`config.mk`:
```
export PLATFORM = sky130hd
export DESIGN_NAME = rnc_regs
export DESIGN_NICKNAME = d
export VERILOG_FILES = /design/src/rnc_pkg.sv /design/src/rnc_nv_guard.sv /design/src/rnc_regs.sv
export SDC_FILE = /design/constraint.sdc
export NUM_CORES = 1
export LEC_CHECK = 0
export BUFFER_PORTS_ARGS = -buffer_cell sky130_fd_sc_hd__buf_2
export CELL_PAD_IN_SITES_DETAIL_PLACEMENT = 1
export CELL_PAD_IN_SITES_GLOBAL_PLACEMENT = 1
export CORE_MARGIN = 2
export CORE_UTILIZATION = 29
export CTS_BUF_LIST = sky130_fd_sc_hd__clkbuf_16
export DETAILED_ROUTE_END_ITERATION = 8
export PLACE_DENSITY = 0.77
export SLEW_MARGIN = 20
export SYNTH_ARGS = -nofsm -noshare
export SYNTH_HDL_FRONTEND = slang
export SYNTH_HIERARCHICAL = 1
export SYNTH_SLANG_ARGS = --single-unit
```
`constraint.sdc`:
```
create_clock -name clk -period 1.6 [get_ports clk]
set_input_delay 0.32 -clock clk [delete_from_list [all_inputs] [get_ports clk]]
set_output_delay 0.32 -clock clk [all_outputs]
set_load 0.005 [all_outputs]
```
`src/rnc_pkg.sv`:
```
package rnc_pkg;

    // ****************************************************************
    // Register map
    // ****************************************************************
    localparam logic [5:0] RNC_OFS_RUN      = 6'h2f;
    localparam logic [5:0] RNC_OFS_LOCK     = 6'h30;
    localparam logic [5:0] RNC_OFS_ID_LO    = 6'h31;
    localparam logic [5:0] RNC_OFS_ID_HI    = 6'h32;
    localparam logic [5:0] RNC_OFS_RSV_A_LO = 6'h33;
    localparam logic [5:0] RNC_OFS_RSV_A_HI = 6'h35;
    localparam logic [5:0] RNC_OFS_MEMCMD   = 6'h36;
    localparam logic [5:0] RNC_OFS_RSV_B_LO = 6'h37;
    localparam logic [5:0] RNC_OFS_RSV_B_HI = 6'h3d;
    localparam logic [5:0] RNC_OFS_TRIM_LO  = 6'h3e;
    localparam logic [5:0] RNC_OFS_TRIM_HI  = 6'h3f;

    // ****************************************************************
    // Fields and reset values
    // ****************************************************************
    localparam int         RNC_RUN_BIT      = 0;
    localparam int         RNC_LOCK_W       = 4;
    localparam logic [7:0] RNC_RST_BYTE     = 8'h00;
    localparam logic [15:0] RNC_RST_TRIM    = 16'h0000;

    // ****************************************************************
    // Memory commands
    // ****************************************************************
    localparam logic [7:0] RNC_CMD_STORE    = 8'h2d;
    localparam logic [7:0] RNC_CMD_RECALL   = 8'h59;
    localparam logic [7:0] RNC_CMD_ERASE    = 8'hb8;

    // ****************************************************************
    // Non-volatile word ranges guarded by each lock bit
    // ****************************************************************
    localparam logic [9:0] RNC_R0_LO = 10'd0;
    localparam logic [9:0] RNC_R0_HI = 10'd703;
    localparam logic [9:0] RNC_R1_LO = 10'd704;
    localparam logic [9:0] RNC_R1_HI = 10'd831;
    localparam logic [9:0] RNC_R2_LO = 10'd832;
    localparam logic [9:0] RNC_R2_HI = 10'd959;
    localparam logic [9:0] RNC_R3_LO = 10'd960;
    localparam logic [9:0] RNC_R3_HI = 10'd1007;
    localparam logic [9:0] RNC_R4_LO = 10'd1022;
    localparam logic [9:0] RNC_R4_HI = 10'd1023;

    // ****************************************************************
    // Read-side RAM
    // ****************************************************************
    localparam int         RNC_RD_BYTES     = 35;
    localparam int         RNC_RES_REGS     = 7;
    localparam logic [5:0] RNC_RD_STAT0     = 6'd32;
    localparam logic [5:0] RNC_RD_STAT2     = 6'd34;

    typedef enum logic [1:0] {
        RNC_NV_NONE   = 2'b00,
        RNC_NV_STORE  = 2'b01,
        RNC_NV_RECALL = 2'b10,
        RNC_NV_ERASE  = 2'b11
    } rnc_nvcmd_e;

    typedef struct packed {
        logic       wr;
        logic       rd;
        logic [5:0] addr;
        logic [7:0] wdata;
    } rnc_cfg_req_s;

    typedef struct packed {
        logic       req;
        logic       wr;
        logic [9:0] addr;
    } rnc_nv_req_s;

endpackage

```
`src/rnc_nv_guard.sv`:
```
`timescale 1ns/100ps
// ********************************************************************
// Lock filter for host serial port accesses to non-volatile words
// ********************************************************************
module rnc_nv_guard
    import rnc_pkg::*;
(
    input  wire logic [RNC_LOCK_W-1:0] lock,
    input  rnc_pkg::rnc_nv_req_s        req_in,
    output rnc_pkg::rnc_nv_req_s        req_out,
    output logic                        blocked
);
    logic [RNC_LOCK_W-1:0] hit;

    always_comb begin
        hit[0] = req_in.addr <= RNC_R0_HI;
        hit[1] = (req_in.addr >= RNC_R1_LO) && (req_in.addr <= RNC_R1_HI);
        hit[2] = (req_in.addr >= RNC_R2_LO) && (req_in.addr <= RNC_R2_HI);
        hit[3] = ((req_in.addr >= RNC_R3_LO) && (req_in.addr <= RNC_R3_HI))
               || (req_in.addr >= RNC_R4_LO);
        // Locked ranges refuse both reads and writes
        blocked     = req_in.req && |(hit & lock);
        req_out     = req_in;
        req_out.req = req_in.req && !blocked;
    end

endmodule

```
`src/rnc_regs.sv`:
```
`timescale 1ns/100ps
module rnc_regs
    import rnc_pkg::*;
(
    input  wire logic                       clk,
    input  wire logic                       resetn,
    input  rnc_pkg::rnc_cfg_req_s           cfg_req,
    output logic [7:0]                      cfg_rdata,
    input  wire logic                       rd_req,
    input  wire logic [5:0]                 rd_addr,
    output logic [7:0]                      rd_data,
    input  wire logic [RNC_RES_REGS*32-1:0] result_in,
    input  wire logic [7:1]                 status0_in,
    input  wire logic [7:0]                 status1_in,
    input  wire logic [7:0]                 status2_in,
    input  rnc_pkg::rnc_nv_req_s            nv_req_in,
    output rnc_pkg::rnc_nv_req_s            nv_req_out,
    output logic                            nv_blocked,
    input  wire logic                       erase_done,
    output logic                            system_run_switch,
    output logic                            nv_store_en,
    output logic                            nv_recall_en,
    output logic                            nv_erase_go
);
    import rnc_pkg::*;

    // ****************************************************************
    // State
    // ****************************************************************
    typedef struct packed {
        logic                  run;
        logic [RNC_LOCK_W-1:0] lock;
        logic [7:0]            id_lo;
        logic [7:0]            id_hi;
        logic [7:0]            memcmd;
        logic                  cmd_armed;
        logic [15:0]           trim;
        logic [7:0]            cfg_rdata;
        logic [7:0]            rd_data;
        logic                  erase_go;
    } rnc_state_s;

    rnc_state_s s_q;
    rnc_state_s s_d;
    logic       activity;
    logic [7:0] status0;
    rnc_nvcmd_e cmd_kind;

    rnc_nv_guard u_guard (
        .lock    (s_q.lock),
        .req_in  (nv_req_in),
        .req_out (nv_req_out),
        .blocked (nv_blocked)
    );

    // ****************************************************************
    // Command decode
    // ****************************************************************
    always_comb begin
        case (s_q.memcmd)
            RNC_CMD_STORE:  cmd_kind = RNC_NV_STORE;
            RNC_CMD_RECALL: cmd_kind = RNC_NV_RECALL;
            RNC_CMD_ERASE:  cmd_kind = RNC_NV_ERASE;
            default:        cmd_kind = RNC_NV_NONE;
        endcase
    end

    assign activity = cfg_req.wr || cfg_req.rd || rd_req;
    assign status0  = {status0_in, s_q.run};

    // ****************************************************************
    // Next state
    // ****************************************************************
    always_comb begin
        s_d          = s_q;
        s_d.erase_go = 1'b0;
        // Command clears on the first port activity after arming
        if (s_q.cmd_armed && activity) begin
            s_d.memcmd    = RNC_RST_BYTE;
            s_d.cmd_armed = 1'b0;
        end
        if (cfg_req.wr) begin
            case (cfg_req.addr)
                RNC_OFS_RUN: begin
                    s_d.run = cfg_req.wdata[RNC_RUN_BIT];
                end
                RNC_OFS_LOCK: begin
                    s_d.lock = cfg_req.wdata[RNC_LOCK_W-1:0];
                end
                RNC_OFS_ID_LO: begin
                    if (s_q.id_lo == RNC_RST_BYTE) begin
                        s_d.id_lo = cfg_req.wdata;
                    end
                end
                RNC_OFS_ID_HI: begin
                    if (s_q.id_hi == RNC_RST_BYTE) begin
                        s_d.id_hi = cfg_req.wdata;
                    end
                end
                RNC_OFS_MEMCMD: begin
                    s_d.memcmd    = cfg_req.wdata;
                    s_d.cmd_armed = 1'b1;
                    s_d.erase_go  = cfg_req.wdata == RNC_CMD_ERASE;
                end
                RNC_OFS_TRIM_LO: begin
                    s_d.trim[7:0] = cfg_req.wdata;
                end
                RNC_OFS_TRIM_HI: begin
                    s_d.trim[15:8] = cfg_req.wdata;
                end
                default: begin
                end
            endcase
        end
        // Complete erase wipes the identification bytes
        if (erase_done) begin
            s_d.id_lo = RNC_RST_BYTE;
            s_d.id_hi = RNC_RST_BYTE;
        end
        if (cfg_req.rd) begin
            case (cfg_req.addr)
                RNC_OFS_RUN:     s_d.cfg_rdata = {7'h00, s_q.run};
                RNC_OFS_LOCK:    s_d.cfg_rdata = {4'h0, s_q.lock};
                RNC_OFS_ID_LO:   s_d.cfg_rdata = s_q.id_lo;
                RNC_OFS_ID_HI:   s_d.cfg_rdata = s_q.id_hi;
                RNC_OFS_MEMCMD:  s_d.cfg_rdata = s_q.memcmd;
                RNC_OFS_TRIM_LO: s_d.cfg_rdata = s_q.trim[7:0];
                RNC_OFS_TRIM_HI: s_d.cfg_rdata = s_q.trim[15:8];
                default:         s_d.cfg_rdata = RNC_RST_BYTE;
            endcase
        end
        if (rd_req) begin
            if (rd_addr == RNC_RD_STAT0) begin
                s_d.rd_data = status0;
            end else if (rd_addr == RNC_RD_STAT0 + 6'd1) begin
                s_d.rd_data = status1_in;
            end else if (rd_addr == RNC_RD_STAT2) begin
                s_d.rd_data = status2_in;
            end else if (rd_addr < RNC_RD_STAT0 - 6'd4) begin
                s_d.rd_data = result_in[{rd_addr[4:0], 3'b000} +: 8];
            end else begin
                s_d.rd_data = RNC_RST_BYTE;
            end
        end
    end

    always_ff @(posedge clk or negedge resetn) begin
        if (!resetn) begin
            s_q <= '0;
        end else begin
            s_q <= s_d;
        end
    end

    assign cfg_rdata         = s_q.cfg_rdata;
    assign rd_data           = s_q.rd_data;
    assign system_run_switch = s_q.run;
    assign nv_store_en       = cmd_kind == RNC_NV_STORE;
    assign nv_recall_en      = cmd_kind == RNC_NV_RECALL;
    assign nv_erase_go       = s_q.erase_go;

    // ****************************************************************
    // Checks
    // ****************************************************************
    run_follow_a: assert property (@(posedge clk) disable iff (!resetn)
        cfg_req.wr && cfg_req.addr == RNC_OFS_RUN |=> system_run_switch == $past(cfg_req.wdata[0]))
        else $error("run switch did not follow write");
    lock_block_a: assert property (@(posedge clk) disable iff (!resetn)
        nv_req_in.req && s_q.lock[0] && nv_req_in.addr <= RNC_R0_HI |-> !nv_req_out.req)
        else $error("locked range 0 passed");
    lock_high_a: assert property (@(posedge clk) disable iff (!resetn)
        nv_req_in.req && s_q.lock[3] && nv_req_in.addr >= RNC_R4_LO |-> nv_blocked)
        else $error("locked top words passed");
    lock_pass_a: assert property (@(posedge clk) disable iff (!resetn)
        nv_req_in.req && s_q.lock == 4'h0 |-> nv_req_out.req && !nv_blocked)
        else $error("unlocked access refused");
    id_once_a: assert property (@(posedge clk) disable iff (!resetn)
        s_q.id_lo != 8'h00 && !erase_done |=> s_q.id_lo == $past(s_q.id_lo))
        else $error("id byte overwritten");
    cmd_decode_a: assert property (@(posedge clk) disable iff (!resetn)
        cfg_req.wr && cfg_req.addr == RNC_OFS_MEMCMD && cfg_req.wdata == RNC_CMD_STORE
        && !erase_done |=> nv_store_en)
        else $error("store not enabled");
    cmd_clear_a: assert property (@(posedge clk) disable iff (!resetn)
        s_q.cmd_armed && (cfg_req.wr || cfg_req.rd || rd_req)
        && !(cfg_req.wr && cfg_req.addr == RNC_OFS_MEMCMD) |=> s_q.memcmd == 8'h00)
        else $error("command not cleared");
    stat_run_a: assert property (@(posedge clk) disable iff (!resetn)
        rd_req && rd_addr == RNC_RD_STAT0 |=> rd_data[0] == $past(s_q.run))
        else $error("status mirror wrong");
    id_hi_once_a: assert property (@(posedge clk) disable iff (!resetn)
        s_q.id_hi != 8'h00 && !erase_done |=> s_q.id_hi == $past(s_q.id_hi))
        else $error("id high byte overwritten");
    erase_pulse_a: assert property (@(posedge clk) disable iff (!resetn)
        nv_erase_go
        && !(cfg_req.wr && cfg_req.addr == RNC_OFS_MEMCMD && cfg_req.wdata == RNC_CMD_ERASE)
        |=> !nv_erase_go)
        else $error("erase start longer than one cycle");
    stat_one_a: assert property (@(posedge clk) disable iff (!resetn)
        rd_req && rd_addr == RNC_RD_STAT0 + 6'd1 |=> rd_data == $past(status1_in))
        else $error("status byte 1 wrong");
    gap_open_a: assert property (@(posedge clk) disable iff (!resetn)
        nv_req_in.req && nv_req_in.addr > RNC_R3_HI && nv_req_in.addr < RNC_R4_LO
        |-> !nv_blocked)
        else $error("unguarded words refused");
    unused_zero_a: assert property (@(posedge clk) disable iff (!resetn)
        cfg_req.rd && cfg_req.addr == RNC_OFS_LOCK |=> cfg_rdata[7:4] == 4'h0)
        else $error("unused lock bits nonzero");
    res_read_a: assert property (@(posedge clk) disable iff (!resetn)
        rd_req && rd_addr == 6'd0 |=> rd_data == $past(result_in[7:0]))
        else $error("result byte wrong");

    run_on_c:   cover property (@(posedge clk) disable iff (!resetn) system_run_switch);
    erase_c:    cover property (@(posedge clk) disable iff (!resetn) nv_erase_go);
    store_c:    cover property (@(posedge clk) disable iff (!resetn) nv_store_en);
    blocked_c:  cover property (@(posedge clk) disable iff (!resetn) nv_blocked);
    cmd_clr_c:  cover property (@(posedge clk) disable iff (!resetn)
        nv_recall_en ##1 !nv_recall_en);

endmodule

```
Word-level counts from Yosys, hierarchy flattened
Index checks and enable logic that the tools add are counted.
{"block": "word_totals", "ff_bits": 63, "out_inout_bits": 33}
{"block": "op_classes", "bitwise_logic": 1, "n_reduce_logical": 24, "n_mux": 18, "eq_ne": 16, "shifts": 1, "magnitude_cmp": 9}
{"operator": "indexed part select 224 x 9 -> 8 bit", "count": 1}
{"operator": "2-to-1 mux 8 bit", "count": 10}
{"operator": "equality test 6 bit (second input constant)", "count": 10}
{"operator": "one-hot mux 8 bit (7 select lines)", "count": 1}
{"operator": "2-to-1 mux 41 bit", "count": 1}
{"operator": ">= comparator 10 bit (second input constant)", "count": 4}
{"operator": "less-or-equal comparator 10 bit (second input constant)", "count": 4}
{"operator": "2-to-1 mux 9 bit", "count": 2}
{"operator": "equality test 8 bit (second input constant)", "count": 2}
{"operator": "zero test 8 bit", "count": 2}
{"operator": "2-to-1 mux 16 bit", "count": 1}
{"operator": "nonzero test 2 bit", "count": 5}
{"operator": "equality test 8 x 6 -> 1 bit (second input constant)", "count": 1}
{"operator": "equality test 8 x 7 -> 1 bit (second input constant)", "count": 1}
{"operator": "AND reduction 2 bit", "count": 4}
{"operator": "logical AND 1 bit", "count": 6}
{"operator": "< comparator 6 x 5 -> 1 bit (second input constant)", "count": 1}
{"operator": "one-hot mux 2 bit (3 select lines)", "count": 1}
{"operator": "AND reduction 3 bit", "count": 2}
{"operator": "AND 4 bit", "count": 1}
{"operator": "OR reduction 4 bit", "count": 1}
{"operator": "logical OR 1 bit", "count": 3}
{"operator": "equality test 2 x 1 -> 1 bit (second input constant)", "count": 1}
{"operator": "equality test 2 bit (second input constant)", "count": 1}
{"operator": "other kinds (2)", "count": 3}

Depth between registers and ports, before layout
Gate-level depths: netlist of the first run.
{"block": "logic_depth", "depth_word": 8, "depth_mapped": 8, "depth_no_buf": 5}

Modules after synthesis
Netlist of the first run, hierarchy kept.
{"mod": "rnc_regs", "seq_area_each_um2": 1576.5, "cells_per_inst": 516, "area_per_inst_um2": 5165.0, "instances": 1}
{"mod": "rnc_nv_guard", "seq_area_each_um2": 0.0, "cells_per_inst": 24, "area_per_inst_um2": 181.4, "instances": 1}

Worst setup path before layout of the first run
No wires, ideal clock.
{"block": "synth_timing", "path_type": "input-to-reg", "start": "input port rd_addr[0]", "end": "register s_q (netlist bit rd_data[6])", "slack_ns": -0.153, "setup_ns": 0.128, "n_path_buf": 3, "arrival_time_ns": 1.625, "t_required_ns": 1.472, "stages": 6, "path_cell_list": "buf_6 buf_6 buf_6 mux4_2 a221oi_1 o21ai_1"}
{"block": "synth_between", "elab_chain_len": 5, "elab_cells_between_ends": 9, "cone_classes": "1 x order compare; 3 x eq/ne; 1 x shift; 4 x mux"}
{"item": "from (decl)", "line": "rnc_regs.sv:10", "text": "input wire logic [5:0] rd_addr,"}
{"item": "indexed part select 224 x 9 -> 8 bit or < comparator 6 x 5 -> 1 bit (tied branches)", "line": "rnc_regs.sv:140, rnc_regs.sv:139"}
{"item": "2-to-1 mux 8 bit", "line": "rnc_regs.sv:139", "text": "end else if (rd_addr < RNC_RD_STAT0 - 6'd4) begin"}
{"item": "2-to-1 mux 8 bit", "line": "rnc_regs.sv:137", "text": "end else if (rd_addr == RNC_RD_STAT2) begin"}
{"item": "2-to-1 mux 8 bit", "line": "rnc_regs.sv:135", "text": "end else if (rd_addr == RNC_RD_STAT0 + 6'd1) begin"}
{"item": "2-to-1 mux 8 bit (*)", "line": "rnc_regs.sv:133", "text": "if (rd_addr == RNC_RD_STAT0) begin"}
{"item": "to (signal assigned)", "line": "rnc_regs.sv:149", "text": "s_q <= '0;"}
{"item": "to (signal assigned)", "line": "rnc_regs.sv:151", "text": "s_q <= s_d;"}
{"item": "to (decl)", "line": "rnc_regs.sv:43", "text": "rnc_state_s s_q;"}
Every way passes the cells marked *; elsewhere a longest branch is shown, timed or not.
A chain may end at the register's enable or synchronous reset.

==> summary.md, run 1 <==
| Metric | Value |
|---|---|
| Outcome | `finished with violations` |
| Failing checks | `negative setup slack` |
| Number of standard-cell rows in the floorplan | `49` |
| Parity-gate share of the synthesized area counting xor and xnor cells | `0` |
| Min-delay src | `cfg_req[3]` |
| Simple-gate area share of the yosys netlist | `0.139` |
| Area of combinational cells with multiple inputs | `3440 µm²` |
| Average vias per placed instance | `5.38` |
| Relative contribution of the clock network to total power | `0.381` |
| Overall via count from detail_route | `6103` |
| Routability cong. | `1.01` |
| DIE AREA | `19500 µm²` |
| Final instance area | `8080 µm²` |
| Vias in the first global route | `6550` |
| Die H | `140 µm` |
| Flops & latches, synth | `63` |
| Worst Path Class, Setup | `flop to output pin` |
| Combinational family with the most area after synthesis | `multiplexers` |
| Global-route wire length before repair | `38.2 mm` |
| Crit path max fanout | `4` |
| Total of buffers placed on input and output ports | `313` |
| Latest clock arrival within the worst-skew pair | `0.34 ns` |
| Inserted Clock Buffers | `9` |
| Die extent in x | `140 µm` |
| Drt first-iter violations | `329` |
| Cell Area, Synth | `5350 µm²` |
| Internal power contribution | `3.97 mW` |
| Initial antenna violation count | `8` |
| Maximum number of pins on one net before global-route repair | `38` |
| Number of sinks on the clock net | `63` |
| Effective utilization at floorplan | `0.297` |
| Filler cell count in the final layout | `2172` |
| Mean instance size in the synthesized netlist | `9.90 µm²` |
| Worst Setup Start Kind | `flop` |
| Worst slew margin relative to its limit | `0.710` |
| Relative area change from synthesis to final layout | `51.0%` |
| Clock tree root buffer cell | `sky130_fd_sc_hd__clkbuf_16` |
| Core footprint | `18000 µm²` |
| Count of yosys warnings during synthesis | `6` |
| Setup violators final | `9` |
| Count of boundary I/O pins | `318` |
| Final period demand of the worst path | `1.95 ns` |
| Data arrival time of the worst path | `1.63 ns` |
| Adder-Cell Fraction of Synth Area | `0` |
| Launch point of the worst reg-to-reg path | `s_q[42]$_DFFE_PN0P_` |
| Unrepaired setup endpoints after global routing | `true` |
| CP startpoint | `s_q[58]$_DFFE_PN0P_` |
| CP Capture Type | `output pin` |
| Cell Area, Placed | `7560 µm²` |
| Maximum ir drop on the vdd rail | `0.521 mV` |
| Worst-case setup slack after placement | `-0.413 ns` |
| Clock transition at path regs | `0.06 ns` |
| Power density over the cells | `695 nW/µm²` |
| Least setup slack across all paths after layout | `-0.345 ns` |
| Area occupied by registers | `1580 µm²` |
| CTS tree | `built` |
| Synth Area in Compound Gates | `0.169` |
| Number of endpoints with negative hold slack in the final report | `0` |
| Main flop type after synthesis | `sky130_fd_sc_hd__dfrtp_1` |
| Number of search-and-repair iterations in the first detailed-routing pass | `5` |
| Required time at the endpoint of the critical path | `1.28 ns` |
| Fraction of final layout cells with drive strength greater than 1 | `0.564` |
| Worst Hold Margin | `0.314 ns` |
| Switching component of the power | `1.64 mW` |
| HPWL Detailed | `21.8 mm` |
| Overflow left after global routing | `0` |
| Max-capacitance violation count | `0` |
| Post-synthesis instance total | `540` |
| Drt drc | `0` |
| Average detailed-routed wire length per instance | `22.8 µm` |
| Async SR Flop Fraction | `1.00` |
| Type of the worst min-delay path | `input port to flop` |
| Detail Route Antenna Nets | `0` |
| Sequential element share of the synthesized area | `0.295` |
| Peak clock frequency supported by timing | `514 MHz` |
| Crit share post-route | `1.22` |
| Part of the total power dissipated in combinational logic | `0.291` |
| Static leakage | `3.98 nW` |
| All-layer global routing usage | `0.259` |
| Actual slew at the worst max-slew pin | `0.435 ns` |
| Number of slew-limit violations in the final report | `0` |
| Buffers from clock root to sink, at most | `2` |
| Level count of the clock H-tree | `3` |
| Switching part of the total power | `0.292` |
| Share of total power in sequential cells | `0.328` |
| Maximum clock skew at final layout | `0.00838 ns` |
| Number of nets at the end of the flow | `1180` |
| Proportion of synthesized area in mux cells | `0.310` |
| Post-synth EDFFs | `0` |
| Post-Route Utilization | `0.448` |
| Syn nets | `825` |
| Post-detailed-routing wire length | `25.9 mm` |
| Distinct cell type count of the synthesized netlist | `59` |
layer usage:
metal | GRT usage | up-vias | wire, µm
met5 | 0 | - | 0
met4 | 0.101 | 0 | 861
met3 | 0.0385 | 57 | 1750
met2 | 0.454 | 313 | 13300
met1 | 0.320 | 2979 | 9980
li1 | - | 2754 | -
critical path: stages, from the launching register on:
cell and delay [ns]:
sky130_fd_sc_hd__dfrtp_1 0.40, sky130_fd_sc_hd__a211o_1 0.24, sky130_fd_sc_hd__o221a_1 0.13, sky130_fd_sc_hd__a221oi_2 0.26, sky130_fd_sc_hd__and2_1 0.16, sky130_fd_sc_hd__buf_2 0.10
placed cells by master (no fill, tap or decap), types with 18 or more instances in the layout:
master and n:
sky130_fd_sc_hd__nor2_1 40, sky130_fd_sc_hd__dfrtp_1 62, sky130_fd_sc_hd__mux4_2 30, sky130_fd_sc_hd__nand2_1 46, sky130_fd_sc_hd__a21oi_1 24, sky130_fd_sc_hd__buf_2 312
sky130_fd_sc_hd__mux2i_1 59, sky130_fd_sc_hd__buf_4 89, sky130_fd_sc_hd__o22ai_1 18, sky130_fd_sc_hd__mux2_1 23
path summary, 6_finish.rpt:
kind,endpoint,slack [ns],depth (start not counted)
hold / removal,s_q[37]$_DFF_PN0_,0.31,3
setup / recovery,nv_req_out[11],-0.35,5
min in group asynchronous,s_q[57]$_DFFE_PN0P_,0.44,2
max in group asynchronous,s_q[59]$_DFFE_PN0P_,0.61,3
setup reg to reg,s_q[45]$_DFFE_PN0P_,-0.05,5
hold reg to reg,cfg_rdata[0]$_DFFE_PN0P_,0.47,1
repair_timing:
| action | CTS | global route |
|---|---|---|
| endpoints found under the hold margin | 13 | 0 |
| pin swaps | 8 | 18 |
| endpoints found under the setup margin | 23 | 26 |
| hold buffers | 1 | 0 |
| setup buffers | 4 | 3 |
| gates resized for setup | 11 | 20 |
sequential cells by signal, indices dropped and copies added (netlist names):
register and cells:
cfg_rdata 8, nv_erase_go 1, rd_data 8, s_q 45, system_run_switch 1
Yosys cell counts, types with 11 or more instances:
cell type	number	area, µm²
sky130_fd_sc_hd__dfrtp_1	63	1580
sky130_fd_sc_hd__nor3_1	13	65.1
sky130_fd_sc_hd__a21oi_1	36	180
sky130_fd_sc_hd__buf_4	34	255
sky130_fd_sc_hd__mux2_2	11	124
sky130_fd_sc_hd__mux4_2	30	676
sky130_fd_sc_hd__nand2_1	47	176
sky130_fd_sc_hd__a22oi_1	11	82.6
sky130_fd_sc_hd__mux2_1	23	259
sky130_fd_sc_hd__o22ai_1	18	113
sky130_fd_sc_hd__buf_2	17	85.1
sky130_fd_sc_hd__nor2_1	41	154
sky130_fd_sc_hd__mux2i_1	60	601
power groups by stage:
stage	clock, mW	sequential, mW	combinational (mW)
floorplan	0	1.82	0.811
global placement	0	1.86	1.53
detailed placement	0	1.87	1.57
CTS	2.17	1.84	1.61
global route	2.25	1.85	1.76
finish	2.14	1.84	1.63
logic make-up after synthesis:
logic type,after synthesis
AO/OA/AOI/OAI,130
buffers and inverters,72
flip-flops,63
multiplexers,124
AND/OR/NAND/NOR,151
metrics by stage:
| stage | TNS, ns | cells | power (mW) |
|---|---|---|---|
| 5_1_grt | -1.73 | 1135 | 5.86 |
| 4_1_cts | -0.682 | 1127 | 5.62 |
| 6_report | -0.768 | 1135 | 5.61 |
| 3_3_place_gp | -3.42 | 1106 | 3.39 |
| 3_5_place_dp | -5.23 | 1106 | 3.43 |
| 2_1_floorplan | -0.267 | 540 | 2.64 |
final cells by class:
class / instances / area share
inverter: 4 / 0.00186
tap: 229 / 0.0355
sequential: 63 / 0.195
timing repair buffer: 412 / 0.300
clock inverter: 7 / 0.0119
multi-input combinational: 405 / 0.426
clock buffer: 9 / 0.0279
antenna: 6 / 0.00186
(Power assumes the default switching activity.)
==> run 2: changes to the inputs <==
--- a/config.mk
+++ b/config.mk
@@ -8,6 +8,7 @@
 export BUFFER_PORTS_ARGS = -buffer_cell sky130_fd_sc_hd__buf_2
 export CELL_PAD_IN_SITES_DETAIL_PLACEMENT = 1
 export CELL_PAD_IN_SITES_GLOBAL_PLACEMENT = 1
+export CORE_ASPECT_RATIO = 0.6
 export CORE_MARGIN = 2
 export CORE_UTILIZATION = 29
 export CTS_BUF_LIST = sky130_fd_sc_hd__clkbuf_16
==> run 2 against run 1 <==
Effect of this change: the run ends with negative hold slack, negative setup slack left; sequential share of layout area fell by 0.32 points; core utilization rose by 0.61 points; power fell by 4.8%; largest cell class unchanged; highest routed layer is now met5.
==> summary.md, run 2 (synthesized netlist as in run 1, its figures left out) <==
| Metric | Value |
|---|---|
| Outcome | `finished with violations` |
| Failing checks | `negative hold slack, negative setup slack` |
| Cell Area, Placed | `7570 µm² (+0.13%)` |
| Peak clock frequency supported by timing | `516 MHz (+0.41%)` |
| Effective utilization at floorplan | `0.296 (-0.000698)` |
| Internal power contribution | `3.78 mW (-4.9%)` |
| Most used cells in the layout excluding fill and tap cells | `310 x sky130_fd_sc_hd__buf_2, 88 x sky130_fd_sc_hd__buf_4, 63 x sky130_fd_sc_hd__dfrtp_1, 58 x sky130_fd_sc_hd__mux2i_1, 46 x sky130_fd_sc_hd__nand2_1` |
| CP Capture Type | `output pin` |
| Power density over the cells | `651 nW/µm² (-6.3%)` |
| Inserted Clock Buffers | `9 (unchanged)` |
| Fraction of final layout cells with drive strength greater than 1 | `0.576 (+0.0116)` |
| Largest incremental delay on the critical path | `0.41 ns (about the same)` |
| Level count of the clock H-tree | `3 (unchanged)` |
| Switching component of the power | `1.56 mW (-4.7%)` |
| Setup violators final | `20 (+11)` |
| Number of standard-cell rows in the floorplan | `38 (-22%)` |
| CTS tree | `built` |
| Required time at the endpoint of the critical path | `1.28 ns (about the same)` |
| Static leakage | `4.00 nW (+0.73%)` |
| Max-capacitance violation count | `0 (unchanged)` |
| Maximum ir drop on the vdd rail | `0.459 mV (-12%)` |
| Flip-flop count of the largest register after layout | `45 (unchanged)` |
| HPWL Detailed | `21.1 mm (-3.0%)` |
| Core footprint | `18100 µm² (+0.24%)` |
| WP buf/inv | `1 (unchanged)` |
| Drt first-iter violations | `417 (+27%)` |
| Filler cell count in the final layout | `2142 (-1.4%)` |
| Number of slew-limit violations in the final report | `0 (unchanged)` |
| Least setup slack across all paths after layout | `-0.337 ns (+0.00791 ns)` |
| Post-detailed-routing wire length | `25.4 mm (-1.8%)` |
| Share of total power in sequential cells | `0.346 (+0.018)` |
| Number of nets at the end of the flow | `1181 (+0.085%)` |
| Number of search-and-repair iterations in the first detailed-routing pass | `7 (+2)` |
| Data arrival time of the worst path | `1.62 ns (about the same)` |
| Global-route wire length before repair | `37.5 mm (-1.7%)` |
| Overflow left after global routing | `0 (unchanged)` |
| Crit share post-route | `1.21 (-0.00495)` |
| DIE AREA | `19600 µm² (+0.18%)` |
| Buffers from clock root to sink, at most | `2 (unchanged)` |
| Average vias per placed instance | `5.37 (-0.14%)` |
| Average detailed-routed wire length per instance | `22.2 µm (-2.9%)` |
| Post-Route Utilization | `0.454 (+0.00608)` |
| Relative contribution of the clock network to total power | `0.346 (-0.035)` |
| Initial antenna violation count | `7 (-1)` |
| Latest clock arrival within the worst-skew pair | `0.33 ns (about the same)` |
| Worst Path Class, Setup | `flop to output pin` |
| Clock transition at path regs | `0.05 ns (about the same)` |
| Maximum number of pins on one net before global-route repair | `64 (+68%)` |
| Detail Route Antenna Nets | `0 (unchanged)` |
| Switching part of the total power | `0.292 (+0.000433)` |
| Crit path max fanout | `4 (unchanged)` |
| Actual slew at the worst max-slew pin | `0.429 ns (-0.00597 ns)` |
| Vias in the first global route | `6329 (-3.4%)` |
| Drt drc | `0 (unchanged)` |
| Type of the worst min-delay path | `input port to asynchronous set/reset pin` |
| Count of boundary I/O pins | `318 (unchanged)` |
| Gate family responsible for the most delay along the worst path | `compound AO/OA/AOI/OAI gates` |
| All-layer global routing usage | `0.259 (+0.000481)` |
| Hold-fix buffers, CTS | `0 (-1)` |
| Worst Setup Start Kind | `flop` |
| Worst slew margin relative to its limit | `0.712 (+0.00248)` |
| Total of buffers placed on input and output ports | `313 (unchanged)` |
| Die H | `109 µm (-22%)` |
| Routability cong. | `0.974 (-3.3%)` |
| Clock tree root buffer cell | `sky130_fd_sc_hd__clkbuf_16` |
| Register containing the most flip-flops in the final layout | `s_q` |
| Number of endpoints with negative hold slack in the final report | `7 (+7)` |
| Unrepaired setup endpoints after global routing | `true` |
| Relative area change from synthesis to final layout | `53.5%` |
| Die extent in x | `179 µm (+28%)` |
| Final period demand of the worst path | `1.94 ns (-0.00791 ns)` |
| Maximum clock skew at final layout | `0.00707 ns (-0.00131 ns)` |
| Final instance area | `8200 µm² (+1.6%)` |
| Commonest non-fill, non-tap cell in the layout | `sky130_fd_sc_hd__buf_2` |
| Number of sinks on the clock net | `63 (unchanged)` |
| Worst Hold Margin | `-0.00982 ns (-0.323 ns)` |
| Cell-by-cell trace of the critical path | `a211o_1, o221a_1, a221oi_2, and2_1, buf_2` |
| Overall via count from detail_route | `6159 (+0.92%)` |
| Part of the total power dissipated in combinational logic | `0.308 (+0.017)` |
| Slowest cell on the critical path | `sky130_fd_sc_hd__dfrtp_1` |
[run 2: changes by cell type in the layout (fill, tap and decap cells not counted), moves of 2 or more]
cell,delta
sky130_fd_sc_hd__buf_6,+3
sky130_fd_sc_hd__clkinv_1,+3
sky130_fd_sc_hd__nor4_1,-2
sky130_fd_sc_hd__a22oi_2,+3
sky130_fd_sc_hd__buf_2,-2
sky130_fd_sc_hd__nor2_2,+2
sky130_fd_sc_hd__clkinvlp_4,-2
sky130_fd_sc_hd__a22oi_1,-3
sky130_fd_sc_hd__nor2_1,-2
sky130_fd_sc_hd__inv_1,+2
sky130_fd_sc_hd__nor4_4,+2
sky130_fd_sc_hd__a21oi_1,-4
sky130_fd_sc_hd__a21oi_2,+3
[run 2: path summary, 6_finish.rpt]
kind	to	cells past startpoint	slack [ns]	start
max in group asynchronous	cfg_rdata[5]$_DFFE_PN0P_	2	1.31	resetn
max reg2reg	s_q[53]$_DFFE_PN0P_	6	-0.10	s_q[55]$_DFFE_PN0P_
min	system_run_switch$_DFFE_PN0P_	2	-0.01	resetn
max	nv_req_out[11]	5	-0.34	s_q[58]$_DFFE_PN0P_
min in group clk	s_q[39]$_DFF_PN0_	3	0.30	cfg_req[5]
min reg2reg	cfg_rdata[1]$_DFFE_PN0P_	1	0.48	cfg_rdata[1]$_DFFE_PN0P_
[run 2: metrics by stage]
| step | TNS [ns] | instances | hold WS (ns) | worst slack [ns] | total power, mW |
|---|---|---|---|---|---|
| finish | -1.71 | 1147 | -0.00982 | -0.337 | 5.34 |
| global route | -3.25 | 1147 | 0.00958 | -0.476 | 5.61 |
| CTS | -1.92 | 1139 | 0.00304 | -0.383 | 5.34 |
| detailed placement | -6.11 | 1117 | 0.358 | -0.474 | 3.41 |
| global placement | -4.54 | 1117 | 0.362 | -0.466 | 3.37 |
| floorplan | -0.267 | 540 | 0.0244 | -0.0697 | 2.64 |
[run 2: power by group through the flow]
stage          Clock, mW  Combinational, mW  Sequential (mW)
6_report            1.85               1.65             1.85
5_1_grt             1.97               1.78             1.86
4_1_cts             1.90               1.60             1.84
3_5_place_dp           0               1.54             1.87
3_3_place_gp           0               1.51             1.86
2_1_floorplan          0              0.811             1.82
[run 2: area by class of cell]
type                            instances  area, µm²  share of cell area
Multi-Input combinational cell        405       3540               0.431
Timing Repair Buffer                  413       2480               0.302
Sequential cell                        63       1580               0.192
Tap cell                              240        300              0.0366
Clock buffer                            9        225              0.0275
Clock inverter                          7       56.3             0.00686
Inverter                                4       15.0             0.00183
Antenna cell                            6       15.0             0.00183
[run 2: timing repair]
item / CTS / global route
hold endpoints to repair: 0 / 0
endpoints found under the setup margin: 26 / 28
buffers inserted: 5 / 1
cloned: 1 / 1
resized for setup: 32 / 21
pin swaps: 25 / 16
[run 2: routing by layer]
layer  track usage  part of all wire  wire [µm]
met5             0           0.00028          7
met4        0.0674             0.019        487
met3        0.0809             0.093       2360
met2         0.373              0.43      10900
met1         0.374              0.46      11700
==> run 3: changes to the inputs <==
--- a/config.mk
+++ b/config.mk
@@ -5,15 +5,15 @@
 export SDC_FILE = /design/constraint.sdc
 export NUM_CORES = 1
 export LEC_CHECK = 0
-export BUFFER_PORTS_ARGS = -buffer_cell sky130_fd_sc_hd__buf_2
 export CELL_PAD_IN_SITES_DETAIL_PLACEMENT = 1
 export CELL_PAD_IN_SITES_GLOBAL_PLACEMENT = 1
 export CORE_ASPECT_RATIO = 0.6
 export CORE_MARGIN = 2
-export CORE_UTILIZATION = 29
+export CORE_UTILIZATION = 42
 export CTS_BUF_LIST = sky130_fd_sc_hd__clkbuf_16
 export DETAILED_ROUTE_END_ITERATION = 8
-export PLACE_DENSITY = 0.77
+export DONT_BUFFER_PORTS = 1
+export PLACE_DENSITY = 0.75
 export SLEW_MARGIN = 20
 export SYNTH_ARGS = -nofsm -noshare
 export SYNTH_HDL_FRONTEND = slang
==> run 3 against run 2 <==
Effect of this change: the run still ends with negative hold slack, negative setup slack left; hold slack worse by 0.32 ns; maximum frequency is 0.38% higher; worst setup slack better by 0.0073 ns; first-iteration DRC count shrank 36%; clock power rose by 11%; power shrank 11%; sequential share of layout area is 7.0 points higher; via count fell by 23%.
==> summary.md, run 3 (synthesized netlist as in run 1, its figures left out) <==
| Metric | Value |
|---|---|
| Worst Path Class, Setup | `flop to output pin` |
| Required time at the endpoint of the critical path | `1.28 ns (about the same)` |
| Buffers from clock root to sink, at most | `2 (unchanged)` |
| Unrepaired setup endpoints after global routing | `true` |
| Number of sinks on the clock net | `63 (unchanged)` |
| Actual slew at the worst max-slew pin | `0.517 ns (+0.0884 ns)` |
| Detail Route Antenna Nets | `0 (unchanged)` |
| Worst Setup Start Kind | `flop` |
| Number of search-and-repair iterations in the first detailed-routing pass | `5 (-2)` |
| Worst Hold Margin | `-0.325 ns (-0.316 ns)` |
| Drt drc | `0 (unchanged)` |
| HPWL Detailed | `16.8 mm (-20%)` |
| Number of endpoints with negative hold slack in the final report | `63 (+56)` |
| Vias in the first global route | `5017 (-21%)` |
| Final period demand of the worst path | `1.93 ns (-0.00727 ns)` |
| Drt first-iter violations | `267 (-36%)` |
| Least setup slack across all paths after layout | `-0.330 ns (+0.00727 ns)` |
| Static leakage | `2.48 nW (-38%)` |
| Global-route wire length before repair | `30.6 mm (-19%)` |
| Post-detailed-routing wire length | `21.0 mm (-17%)` |
| Cell Area, Placed | `5490 µm² (-28%)` |
| Number of nets at the end of the flow | `821 (-30%)` |
| Number of slew-limit violations in the final report | `0 (unchanged)` |
| Maximum number of pins on one net before global-route repair | `101 (+58%)` |
| Failing checks | `negative hold slack, negative setup slack` |
| All-layer global routing usage | `0.304 (+0.0444)` |
| DIE AREA | `13700 µm² (-30%)` |
| Max-capacitance violation count | `0 (unchanged)` |
| Overall via count from detail_route | `4739 (-23%)` |
| Commonest non-fill, non-tap cell in the layout | `sky130_fd_sc_hd__dfrtp_1` |
| Fraction of final layout cells with drive strength greater than 1 | `0.283 (-0.293)` |
| Crit path max fanout | `4 (unchanged)` |
| Outcome | `finished with violations` |
| Die H | `91.4 µm (-16%)` |
| Number of standard-cell rows in the floorplan | `31 (-18%)` |
| Flip-flop count of the largest register after layout | `45 (unchanged)` |
| Type of the worst min-delay path | `input port to asynchronous set/reset pin` |
| Clock transition at path regs | `0.06 ns (about the same)` |
| Total of buffers placed on input and output ports | `0 (-100%)` |
| Worst slew margin relative to its limit | `0.654 (-0.0580)` |
| Clock tree root buffer cell | `sky130_fd_sc_hd__clkbuf_16` |
| Routability cong. | `1.00 (+2.8%)` |
| Effective utilization at floorplan | `0.438 (+0.142)` |
| Setup violators final | `19 (-5.0%)` |
| Die extent in x | `150 µm (-17%)` |
| Power density over the cells | `788 nW/µm² (+21%)` |
| Average vias per placed instance | `6.69 (+25%)` |
| Most used cells in the layout excluding fill and tap cells | `62 x sky130_fd_sc_hd__dfrtp_1, 58 x sky130_fd_sc_hd__mux2i_1, 50 x sky130_fd_sc_hd__buf_4, 46 x sky130_fd_sc_hd__nand2_1, 38 x sky130_fd_sc_hd__nor2_1` |
| Level count of the clock H-tree | `3 (unchanged)` |
| Overflow left after global routing | `0 (unchanged)` |
| Average detailed-routed wire length per instance | `29.7 µm (+34%)` |
| Crit share post-route | `1.21 (-0.00454)` |
| Count of boundary I/O pins | `318 (unchanged)` |
| Data arrival time of the worst path | `1.61 ns (about the same)` |
| CP Capture Type | `output pin` |
| Relative area change from synthesis to final layout | `12.5%` |
| Inserted Clock Buffers | `9 (unchanged)` |
| CTS tree | `built` |
| Peak clock frequency supported by timing | `518 MHz (+0.38%)` |
| Latest clock arrival within the worst-skew pair | `0.34 ns (about the same)` |
| Worst-case setup slack after placement | `-0.139 ns (+0.335 ns)` |
| Maximum ir drop on the vdd rail | `0.444 mV (-3.3%)` |
| Final instance area | `6020 µm² (-27%)` |
| Maximum clock skew at final layout | `0.00727 ns (+0.000197 ns)` |
| Initial antenna violation count | `3 (-4)` |
| Register containing the most flip-flops in the final layout | `s_q` |
| Reg2Reg Depth | `5 (-1)` |
| Core footprint | `12200 µm² (-32%)` |
[run 3: worst paths after layout]
| check | start | slack, ns | to |
|---|---|---|---|
| worst max-delay path | s_q[58]$_DFFE_PN0P_ | -0.33 | nv_req_out[11] |
| worst min-delay path | resetn | -0.33 | s_q[25]$_DFFE_PN0P_ |
| worst max register to register | s_q[42]$_DFFE_PN0P_ | -0.07 | s_q[46]$_DFFE_PN0P_ |
| worst min register to register | s_q[33]$_DFF_PN0_ | 0.48 | s_q[33]$_DFF_PN0_ |
| max in group asynchronous | resetn | 1.79 | s_q[39]$_DFF_PN0_ |
| min in group clk | erase_done | 0.04 | s_q[56]$_DFFE_PN0P_ |
[run 3: power by group]
group          leakage [nW]  switching (mW)  internal (mW)  total [mW]
Combinational          1.50           0.338          0.488       0.826
Clock                 0.154           0.712           1.34        2.05
Sequential            0.833           0.130           1.73        1.86
[run 3: layout make-up]
class                      instances  area (µm²)
timing repair buffer              53         418
clock inverter                     6        77.6
inverter                           4        15.0
multi-input combinational        405        3490
fill                            1342        6200
antenna                            3        7.51
clock buffer                       9         225
tap                              165         206
sequential                        63        1580
[run 3: stage by stage]
stage / utilization / power (mW) / instances / TNS [ns]
floorplan: - / 2.64 / 540 / -0.267
global placement: 0.449 / 2.63 / 681 / -0.0615
detailed placement: 0.449 / 2.67 / 681 / -1.16
CTS: 0.483 / 4.74 / 702 / -0.674
global route: 0.492 / 4.93 / 707 / -2.05
finish: 0.492 / 4.74 / 708 / -1.24
[run 3: worst max-delay path: stages, from the launching register on]
cell                       delay [ns]
sky130_fd_sc_hd__dfrtp_2         0.43
sky130_fd_sc_hd__a211o_1         0.23
sky130_fd_sc_hd__o221a_1         0.12
sky130_fd_sc_hd__a221oi_2        0.29
sky130_fd_sc_hd__and2_4          0.20
[run 3: per-layer routing]
layer | vias up | routed length, µm | GRT usage
met4 | 2 | 210 | 0.0558
met2 | 298 | 9530 | 0.458
met3 | 20 | 2150 | 0.111
li1 | 2035 | - | -
met1 | 2384 | 9150 | 0.422
met5 | - | 13 | 0
[run 3: what timing repair did]
item                                    in CTS  in global routing
hold endpoints to repair                    63                 63
endpoints found under the setup margin      20                 20
resized for setup                           17                 19
gates cloned                                 0                  0
pin swaps                                   12                 21
setup buffers                                6                  3
